`config.mk`:
```
export PLATFORM = sky130hd
export DESIGN_NAME = spc_record_sum
export DESIGN_NICKNAME = d
export VERILOG_FILES = /design/src/rtl/spc_pkg.sv /design/src/rtl/spc_record_sum.sv
export VERILOG_INCLUDE_DIRS = /design/src /design/src/rtl
export SDC_FILE = /design/constraint.sdc
export NUM_CORES = 1
export LEC_CHECK = 0
export BUFFER_PORTS_ARGS = -buffer_cell sky130_fd_sc_hd__buf_2
export CAP_MARGIN = 25
export CORE_MARGIN = 10
export CORE_UTILIZATION = 25
export CTS_BUF_LIST = sky130_fd_sc_hd__clkbuf_16
export CTS_CLUSTER_SIZE = 16
export DETAILED_ROUTE_END_ITERATION = 16
export PLACE_DENSITY = 0.37
export SYNTH_ARGS = -nofsm -noshare
export SYNTH_HDL_FRONTEND = slang
export SYNTH_SLANG_ARGS = --single-unit
```
`constraint.sdc`:
```
create_clock -name CLK -period 7.8 [get_ports CLK]
set_clock_uncertainty 0.05 [all_clocks]
set_input_delay 0 -clock CLK [delete_from_list [all_inputs] [get_ports CLK]]
set_output_delay 0 -clock CLK [all_outputs]
set_load 0.02 [all_outputs]
```
`src/rtl/spc_cfg.svh`:
```
// Constants for the serial-programming record parser and checksum block
`ifndef SPC_CFG_SVH
`define SPC_CFG_SVH

// Operation command codes
`define SPC_CMD_ERASE 8'hF0
`define SPC_CMD_WRITE 8'h30
`define SPC_CMD_SUM 8'h90
`define SPC_CMD_READ 8'h40
`define SPC_CMD_RAM 8'h60
`define SPC_CMD_ID 8'hC0
`define SPC_CMD_STATUS 8'hC3

// Record framing
`define SPC_START_MARK 8'h3A
`define SPC_TYPE_DATA 8'h00
`define SPC_TYPE_END 8'h01
`define SPC_TYPE_EXT 8'h02
`define SPC_EXT_LEN 8'h02
`define SPC_END_LEN 8'h00
`define SPC_SEG_LIMIT 16'h2000

// Error report codes
`define SPC_ERR_CMD 8'h63
`define SPC_ERR_FRAME 8'hA1
`define SPC_ERR_OVERRUN 8'hA3

// Flash array bounds
`define SPC_FLASH_LO 16'h8000
`define SPC_FLASH_HI 16'hFFFF

// Byte windows of transferred data that are summed
`define SPC_XFER_FIRST 8'h09
`define SPC_ID_LAST 8'h12
`define SPC_STATUS_LAST 8'h0C

// Reply lengths in bytes
`define SPC_REPLY_TWO 2'h2
`define SPC_REPLY_THREE 2'h3

`endif

```
`src/rtl/spc_pkg.sv`:
```
// Types shared by the record parser and checksum block
package spc_pkg;

  // Received byte from the serial receiver, with its error flags
  typedef struct packed {
    logic valid;
    logic [7:0] data;
    logic frm_err;
    logic ovr_err;
  } spc_rx_t;

  // Byte seen on the transfer path for identification and status output
  typedef struct packed {
    logic valid;
    logic [7:0] data;
  } spc_xfer_t;

  // Payload byte handed to the flash or RAM writer
  typedef struct packed {
    logic valid;
    logic ram;
    logic [19:0] addr;
    logic [7:0] data;
  } spc_wr_t;

  // Flash read request for checksum sweeps
  typedef struct packed {
    logic rd;
    logic [15:0] addr;
  } spc_mem_t;

  // Reply byte toward the controller
  typedef struct packed {
    logic valid;
    logic [7:0] data;
  } spc_tx_t;

  typedef enum logic [3:0] {
    ST_READY,
    ST_HUNT,
    ST_LEN,
    ST_OFSH,
    ST_OFSL,
    ST_TYPE,
    ST_DATA,
    ST_CKS,
    ST_SWEEP,
    ST_XFER,
    ST_REPLY,
    ST_DEAD
  } spc_state_t;

  // Whole state of the block
  typedef struct packed {
    spc_state_t state;
    logic is_ram;
    logic after_write;
    logic fatal;
    logic [7:0] len;
    logic [15:0] ofs;
    logic [7:0] typ;
    logic [7:0] cnt;
    logic [7:0] last;
    logic [7:0] rsum;
    logic [15:0] seg;
    logic [15:0] seg_new;
    logic seg_over;
    logic [15:0] csum;
    logic [15:0] sweep_end;
    logic issued;
    logic rd_d;
    logic [23:0] rep;
    logic [1:0] left;
    spc_tx_t tx;
    spc_wr_t wr;
    spc_mem_t mem;
  } spc_regs_t;

endpackage

```
`src/rtl/spc_record_sum.sv`:
```
// Record parser and checksum generator for serial programming mode
`timescale 1ns/1ps
`default_nettype none
`include "spc_cfg.svh"

module spc_record_sum (
  input wire logic CLK,
  input wire logic RESETN,
  input wire logic CMD_START,
  input wire logic [7:0] CMD,
  input wire logic [15:0] RANGE_LO,
  input wire logic [15:0] RANGE_HI,
  input wire logic OVERWRITE,
  input wire spc_pkg::spc_rx_t RX,
  input wire spc_pkg::spc_xfer_t XFER,
  input wire logic [7:0] MEM_RDATA,
  input wire logic TX_READY,
  output spc_pkg::spc_tx_t TX,
  output spc_pkg::spc_wr_t WR,
  output spc_pkg::spc_mem_t MEM,
  output logic BUSY,
  output logic LOCKED
);

  spc_pkg::spc_regs_t r;
  spc_pkg::spc_regs_t next_r;
  logic rx_bad;
  logic rx_good;
  logic [7:0] rx_d;
  logic [7:0] next_cnt;
  logic [15:0] sum_add;
  logic [7:0] rsum_add;
  logic [19:0] wr_base;

  // Helper terms for the receive path and the running sums
  assign rx_bad = RX.valid & (RX.frm_err | RX.ovr_err);
  assign rx_good = RX.valid & ~RX.frm_err & ~RX.ovr_err;
  assign rx_d = RX.data;
  assign next_cnt = r.cnt + 8'h01;
  assign rsum_add = r.rsum + rx_d;
  assign sum_add = r.csum + {8'h00, rx_d};
  // Extended segment shifts by one nibble, offset and index add on top
  assign wr_base = {r.seg, 4'h0} + {4'h0, r.ofs} + {12'h000, r.cnt};

  // Next-state logic for the whole block
  always_comb
  begin
    next_r = r;
    next_r.wr.valid = 1'b0;
    next_r.mem.rd = 1'b0;
    next_r.rd_d = r.mem.rd;
    case (r.state)
      spc_pkg::ST_READY:
      begin
        if (CMD_START)
        begin
          next_r.csum = 16'h0000;
          next_r.cnt = 8'h00;
          next_r.issued = 1'b0;
          next_r.after_write = 1'b0;
          next_r.seg = 16'h0000;
          next_r.seg_over = 1'b0;
          case (CMD)
            `SPC_CMD_WRITE, `SPC_CMD_RAM:
            begin
              next_r.is_ram = (CMD == `SPC_CMD_RAM);
              next_r.state = spc_pkg::ST_HUNT;
            end
            `SPC_CMD_ERASE, `SPC_CMD_READ:
            begin
              next_r.mem.addr = RANGE_LO;
              next_r.sweep_end = RANGE_HI;
              next_r.state = spc_pkg::ST_SWEEP;
            end
            `SPC_CMD_SUM:
            begin
              next_r.mem.addr = `SPC_FLASH_LO;
              next_r.sweep_end = `SPC_FLASH_HI;
              next_r.state = spc_pkg::ST_SWEEP;
            end
            `SPC_CMD_ID:
            begin
              next_r.last = `SPC_ID_LAST;
              next_r.state = spc_pkg::ST_XFER;
            end
            `SPC_CMD_STATUS:
            begin
              next_r.last = `SPC_STATUS_LAST;
              next_r.state = spc_pkg::ST_XFER;
            end
            default:
            begin
              // Unknown command: report and lock up
              next_r.rep = {3{`SPC_ERR_CMD}};
              next_r.left = `SPC_REPLY_THREE;
              next_r.tx.valid = 1'b1;
              next_r.fatal = 1'b1;
              next_r.state = spc_pkg::ST_REPLY;
            end
          endcase
        end
        else if (rx_bad)
        begin
          // Framing takes priority when both flags are raised
          next_r.rep = RX.frm_err ? {3{`SPC_ERR_FRAME}} : {3{`SPC_ERR_OVERRUN}};
          next_r.left = `SPC_REPLY_THREE;
          next_r.tx.valid = 1'b1;
          next_r.fatal = 1'b1;
          next_r.state = spc_pkg::ST_REPLY;
        end
      end
      spc_pkg::ST_HUNT, spc_pkg::ST_LEN, spc_pkg::ST_OFSH, spc_pkg::ST_OFSL,
      spc_pkg::ST_TYPE, spc_pkg::ST_DATA, spc_pkg::ST_CKS:
      begin
        if (rx_bad)
        begin
          next_r.state = spc_pkg::ST_DEAD;
        end
        else if (rx_good)
        begin
          case (r.state)
            spc_pkg::ST_HUNT:
            begin
              // Anything but the start mark is dropped here
              if (rx_d == `SPC_START_MARK)
              begin
                next_r.rsum = 8'h00;
                next_r.state = spc_pkg::ST_LEN;
              end
            end
            spc_pkg::ST_LEN:
            begin
              next_r.len = rx_d;
              next_r.rsum = rsum_add;
              next_r.state = spc_pkg::ST_OFSH;
            end
            spc_pkg::ST_OFSH:
            begin
              next_r.ofs[15:8] = rx_d;
              next_r.rsum = rsum_add;
              next_r.state = spc_pkg::ST_OFSL;
            end
            spc_pkg::ST_OFSL:
            begin
              next_r.ofs[7:0] = rx_d;
              next_r.rsum = rsum_add;
              next_r.state = spc_pkg::ST_TYPE;
            end
            spc_pkg::ST_TYPE:
            begin
              next_r.typ = rx_d;
              next_r.rsum = rsum_add;
              next_r.cnt = 8'h00;
              next_r.state = (r.len == 8'h00) ? spc_pkg::ST_CKS : spc_pkg::ST_DATA;
              if ((rx_d != `SPC_TYPE_DATA) && (rx_d != `SPC_TYPE_END) &&
                  (rx_d != `SPC_TYPE_EXT))
              begin
                next_r.state = spc_pkg::ST_DEAD;
              end
              if ((rx_d == `SPC_TYPE_EXT) &&
                  ((r.len != `SPC_EXT_LEN) || (r.ofs != 16'h0000)))
              begin
                next_r.state = spc_pkg::ST_DEAD;
              end
              if ((rx_d == `SPC_TYPE_END) && (r.len != `SPC_END_LEN))
              begin
                next_r.state = spc_pkg::ST_DEAD;
              end
              if ((rx_d == `SPC_TYPE_DATA) && r.seg_over)
              begin
                next_r.state = spc_pkg::ST_DEAD;
              end
            end
            spc_pkg::ST_DATA:
            begin
              next_r.rsum = rsum_add;
              next_r.cnt = next_cnt;
              if (r.typ == `SPC_TYPE_DATA)
              begin
                // Only payload reaches the returned sum
                next_r.csum = sum_add;
                next_r.wr.valid = 1'b1;
                next_r.wr.ram = r.is_ram;
                next_r.wr.addr = wr_base;
                next_r.wr.data = rx_d;
              end
              else if (r.cnt == 8'h00)
              begin
                next_r.seg_new[15:8] = rx_d;
              end
              else
              begin
                next_r.seg_new[7:0] = rx_d;
              end
              if (next_cnt == r.len)
              begin
                next_r.state = spc_pkg::ST_CKS;
              end
            end
            spc_pkg::ST_CKS:
            begin
              if (rsum_add != 8'h00)
              begin
                next_r.state = spc_pkg::ST_DEAD;
              end
              else if (r.typ == `SPC_TYPE_EXT)
              begin
                // Segment takes effect only once its record checks out
                next_r.seg = r.seg_new;
                next_r.seg_over = (r.seg_new > `SPC_SEG_LIMIT);
                next_r.state = spc_pkg::ST_HUNT;
              end
              else if (r.typ == `SPC_TYPE_DATA)
              begin
                next_r.state = spc_pkg::ST_HUNT;
              end
              else if (r.is_ram)
              begin
                next_r.rep = {r.csum, 8'h00};
                next_r.left = `SPC_REPLY_TWO;
                next_r.tx.valid = 1'b1;
                next_r.state = spc_pkg::ST_REPLY;
              end
              else
              begin
                // Partial writes still report the whole array
                next_r.csum = 16'h0000;
                next_r.mem.addr = `SPC_FLASH_LO;
                next_r.sweep_end = `SPC_FLASH_HI;
                next_r.issued = 1'b0;
                next_r.after_write = 1'b1;
                next_r.state = spc_pkg::ST_SWEEP;
              end
            end
            default:
            begin
              next_r.state = spc_pkg::ST_DEAD;
            end
          endcase
        end
      end
      spc_pkg::ST_SWEEP:
      begin
        // One read per cycle, data arrives one cycle after the request
        if (!r.issued)
        begin
          next_r.mem.rd = 1'b1;
          if (r.mem.rd)
          begin
            next_r.mem.addr = r.mem.addr + 16'h0001;
          end
          if ((r.mem.rd && (r.mem.addr + 16'h0001 == r.sweep_end)) ||
              (!r.mem.rd && (r.mem.addr == r.sweep_end)))
          begin
            next_r.issued = 1'b1;
          end
        end
        if (r.rd_d)
        begin
          next_r.csum = r.csum + {8'h00, MEM_RDATA};
        end
        if (r.issued && !r.mem.rd && r.rd_d)
        begin
          next_r.tx.valid = 1'b1;
          next_r.state = spc_pkg::ST_REPLY;
          if (r.after_write)
          begin
            next_r.rep = {7'h00, OVERWRITE, next_r.csum};
            next_r.left = `SPC_REPLY_THREE;
          end
          else
          begin
            next_r.rep = {next_r.csum, 8'h00};
            next_r.left = `SPC_REPLY_TWO;
          end
        end
      end
      spc_pkg::ST_XFER:
      begin
        if (XFER.valid)
        begin
          next_r.cnt = next_cnt;
          if ((next_cnt >= `SPC_XFER_FIRST) && (next_cnt <= r.last))
          begin
            next_r.csum = r.csum + {8'h00, XFER.data};
          end
          if (next_cnt == r.last)
          begin
            next_r.rep = {next_r.csum, 8'h00};
            next_r.left = `SPC_REPLY_TWO;
            next_r.tx.valid = 1'b1;
            next_r.state = spc_pkg::ST_REPLY;
          end
        end
      end
      spc_pkg::ST_REPLY:
      begin
        // High byte leaves first
        if (TX_READY && r.tx.valid)
        begin
          next_r.rep = {r.rep[15:0], 8'h00};
          next_r.left = r.left - 2'h1;
          if (r.left == 2'h1)
          begin
            next_r.tx.valid = 1'b0;
            next_r.state = r.fatal ? spc_pkg::ST_DEAD : spc_pkg::ST_READY;
          end
        end
      end
      spc_pkg::ST_DEAD:
      begin
        // Only the reset pin leaves this state
        next_r.state = spc_pkg::ST_DEAD;
      end
      default:
      begin
        next_r.state = spc_pkg::ST_DEAD;
      end
    endcase
    next_r.tx.data = next_r.rep[23:16];
  end

  // State register
  always_ff @(posedge CLK or negedge RESETN)
  begin
    if (!RESETN)
    begin
      r <= '0;
    end
    else
    begin
      r <= next_r;
    end
  end

  // All data outputs straight from flip-flops
  assign TX = r.tx;
  assign WR = r.wr;
  assign MEM = r.mem;
  assign BUSY = (r.state != spc_pkg::ST_READY) && (r.state != spc_pkg::ST_DEAD);
  assign LOCKED = (r.state == spc_pkg::ST_DEAD);

endmodule

`default_nettype wire

```
======== Yosys cells after proc, flatten, opt, wreduce, memory -nomap -nowiden ========
Cells that the tools add are included.
word-level totals
  word-level logic and storage cells ...... 286
  flip-flop bits (word level) ............. 204
operators by class
  mux-type cells .......................... 112
  add/sub/neg operators ................... 9
  $lt $le $gt $ge ......................... 3
  bitwise logic cells ..................... 9
  reduce and logical (&&, ||, !) cells .... 61
  equal/unequal tests ..................... 63
operators with widths
  operator                                      count
  27-bit 2-to-1 mux                             14
  16-bit 2-to-1 mux                             20
  16-bit one-hot mux with 2 select lines        5
  30-bit 2-to-1 mux                             5
  27-bit one-hot mux with 5 select lines        1
  66-bit 2-to-1 mux                             2
  33-bit 2-to-1 mux                             3
  4-bit 2-to-1 mux                              19
  34-bit 2-to-1 mux                             2
  16-bit one-hot mux with 4 select lines        1
  16-bit by 8-bit adder with 16-bit output      3
  8-bit 2-to-1 mux                              6
  16-bit one-hot mux with 3 select lines        1
  8-bit one-hot mux with 2 select lines         3
  2-bit inequality test, second input constant  19
  17-bit 2-to-1 mux                             2
  16-bit == test                                2
  8-bit == test, second input constant          4
  8-bit zero test                               4
  3-bit inequality test, second input constant  10
  4-bit one-hot mux with 7 select lines         1
  9-bit AND reduction                           3
  26-bit 2-to-1 mux                             1
  8-bit one-hot mux with 3 select lines         1
  other kinds (57)                              125

======== Logic depth before layout (Yosys ltp) ========
  depth in word-level cells ............... 11
  mapped depth ............................ 14
  depth with buffers taken out ............ 12

======== Worst setup path after synthesis ========
OpenSTA, ideal clock, no wires.
  path kind ............................... reg2reg
  start ................................... reg r[149] in the netlist's numbering
  end ..................................... reg r[60] in the netlist's numbering
  clock period less this slack ............ 3.165 ns
  arrival time ............................ 2.990 ns
  path slack .............................. 4.635 ns
  required time ........................... 7.625 ns
  cell stages (with the launch flop) ...... 11
  cell sequence ........................... dfrtp_1 -> ha_1 -> fa_1 -> xor2_1 -> nor3_1 -> o221ai_1 -> nor4_1 -> a21oi_1 -> a2111oi_4 -> buf_2 -> mux2_2
between the ends
  word-level cells in the longest chain between the ends .. 4
RTL lines
  item                             line                   text
  start, declared                  spc_record_sum.sv:25   spc_pkg::spc_regs_t r;
  start signal, assigned           spc_record_sum.sv:332  r <= next_r;
  8-bit adder                      spc_record_sum.sv:40   assign rsum_add = r.rsum + rx_d;
  8-bit nonzero test               spc_record_sum.sv:202  if (rsum_add != 8'h00)
  2-bit inequality test (no line)  -
  14-bit AND reduction (no line)   -
No other way between the ends.
A chain may end at the register's enable or synchronous reset.

======== Final worst setup path ========
  start ................................... reg r[149] in the netlist's numbering
  end ..................................... reg r[62] in the netlist's numbering
Same word-level chain as after synthesis.

==> results.toml <==
[global_route]
grt_max_degree = 75
grt_overflow = 0
grt_usage = 0.153
grt_pass1_vias = 12200
grt_pass1_wl_mm = 76.0
antenna_found_initial = 3

[timing]
slew_viol_final = 0
slew_headroom = 0.268
worstMarginPinSlew_ns = 1.10
fmax_mhz = 270
fin_hold_ws_ns = -0.00300
rsz0062_at_grt = "no"
tns_ns = 0
min_period_ns = 3.71
finalSetupViolCount = 0
hold_violations = 1
period_share = 0.475

[clock_network]
hold_buffers = 47
cts.sinks = 198
cts_inserted_buffers = 17
clockBufferDepth = 2
postCtsSetupBuffers = 0
ctsResizeCount = 0
cts.reportedPaths.clkPinSlew_ns = 0.08
clock_latency_ns = 0.50
ctsHtreeMaxLevel = 4
tritoncts = "yes"
cts-root-buf = "clkbuf_16"

[layout]
seq_area_sq_um = 4950
multiInputGateArea_sq_um = 7970
fin_area_sq_um = 15900
syn_to_final_growth_pct = 15.2
fin_cells = 2367
utilization = 0.293
fin_nets = 1806
final_common_cell = "dfrtp_1"
mostFrequentLayoutCells = "198 x dfrtp_1, 180 x nand2_1, 161 x o21ai_0"
drive_gt1_frac = 0.163
n_fill_cell = 5829

[worst_setup_path]
cpPeakStageDelay_ns = 0.52
crit_start = "r[149]$_DFFE_PN0P_"
crit_required_ns = 8.15
critPathLaunchType = "flip-flop"
worstPathArrival_ns = 4.05
end_kind = "flip-flop"
crit_type = "flip-flop to flip-flop"
cp_max_fo = 52
crit_chain = "ha_1, fa_1, xor2_1, nor3_1, o221ai_1, nor4_1, a21oi_1, a2111oi_4, buf_4, mux2_2"
crit_slowest_cell = "buf_4"
worst_r2r_startpoint = "r[149]$_DFFE_PN0P_"

[min_path]
min_path_type = "input port to async pin"

[place]
placed_area_sq_um = 14800
routabilityCongestion = 0.820
hpwlAfterDp_mm = 35.5
dp_cells = 2285
port_buffers = 130

[floorplan]
ios = 131
start_util = 0.254
core-area_sq_um = 54200
fp.dieW_microns = 255
fp.dieH_microns = 255
die_area_sq_um = 64900
rows = 85

[synthesis]
synth_cell_types = 82
avgSynthCellArea_sq_um = 8.75
async_reset_ff_frac = 1.00
ys_ff_latch = 198
netlist_area_sq_um = 13800
synth_seq_area_share = 0.360
synth_edf_count = 0
syn_inst = 1575
yosysTopAreaCellShare = 0.360
synthTopCellsByArea = "dfrtp_1 36%, ha_1 6.1%, o21ai_0 5.8%"
synth_top_cell_by_area = "dfrtp_1"
synthFlopType = "dfrtp_1"
synth_nets = 1724
yosysWarnings = 0

[status]
run_status = "finished with violations"
violations = "hold timing"

[route]
drt_pre_antenna_iters = 5
remaining_drc_errors = 0
post_drt_wl_per_cell_microns = 20.6
vias = 12000
viasPerCell = 5.05
drt_iter0_markers = 749
routed_wl_mm = 48.8
ant_nets = 0

[flow_run]
cap_violations = 0

[pwr]
ir_drop_v = 0.000201
leakage_nw = 7.07
cellPowerDensity_nw_per_um2 = 339
==> registers in the layout, indices dropped and copies added (netlist names) <==
signal / flops
r: 150
TX: 1
MEM: 17
WR: 30
==> path summary, 6_finish.rpt <==
kind | end | slack, ns | cells past startpoint
min in group CLK | MEM[15]$_DFFE_PN0P_ | 0 | 5
max | r[62]$_DFFE_PN0P_ | 4.09 | 10
min | WR[25]$_DFFE_PN0P_ | -0.003 | 2
max reg2reg | r[62]$_DFFE_PN0P_ | 4.09 | 10
min reg2reg | WR[13]$_DFFE_PN0P_ | 0.42 | 2
max in group asynchronous | r[56]$_DFFE_PN0P_ | 6.38 | 3
==> kinds of logic after synthesis <==
family / share of synthesized area
simple gates: 0.179
compound gates: 0.212
flops: 0.360
buf+inv: 0.0640
xor+xnor: 0.0582
fa+ha+maj: 0.0754
mux: 0.0524
==> critical path: cells and delay by family (launching register included) <==
kind                       cells  cell delay, ns
AOI/OAI and AO/OA              3            0.77
xor gates and xnor gates       1            0.19
adders and majority gates      2            0.64
buffers and inverters          1            0.52
DFF                            1            0.38
muxes                          1            0.39
and+or+nand+nor                2            0.63
==> final cells by class <==
cell class	count	area share
multi-input combinational	1205	0.502
sequential	198	0.312
timing repair buffer	202	0.0856
tap	696	0.0548
clock buffer	17	0.0268
clock inverter	15	0.0107
inverter	33	0.00780
antenna	1	0.000158
==> cells in the mapped netlist (13+ instances only) <==
master / n
a21o_1: 13
a21oi_1: 90
a31oi_1: 18
and3_1: 17
buf_4: 57
clkbuf_1: 69
dfrtp_1: 198
ha_1: 67
inv_1: 32
mux2_2: 56
nand2_1: 180
nand3_1: 37
nand4_1: 15
nor2_1: 130
nor2b_1: 15
nor3_1: 43
nor4_1: 22
o21ai_0: 161
xnor2_1: 43
xor2_1: 46
==> report_power, final <==
group          internal, W  total [W]  switching (W)
logic              0.00106    0.00278        0.00172
clock network     0.000482   0.000960       0.000478
registers          0.00129    0.00165       0.000361
==> stage by stage <==
| stage | power (W) | worst slack [ns] |
|---|---|---|
| floorplan | 0.00357 | 4.64 |
| global placement | 0.00441 | 4.07 |
| detailed placement | 0.00442 | 4.06 |
| CTS | 0.00544 | 4.05 |
| global route | 0.00582 | 3.64 |
| finish | 0.00539 | 4.09 |
==> routing by layer <==
metal  routed length [microns]  global-route usage
met2                     22600               0.247
met1                     23400               0.205
met3                      1930              0.0302
met5                        40                   0
met4                       739              0.0430
No activity file was read; power rests on OpenSTA's default activity.
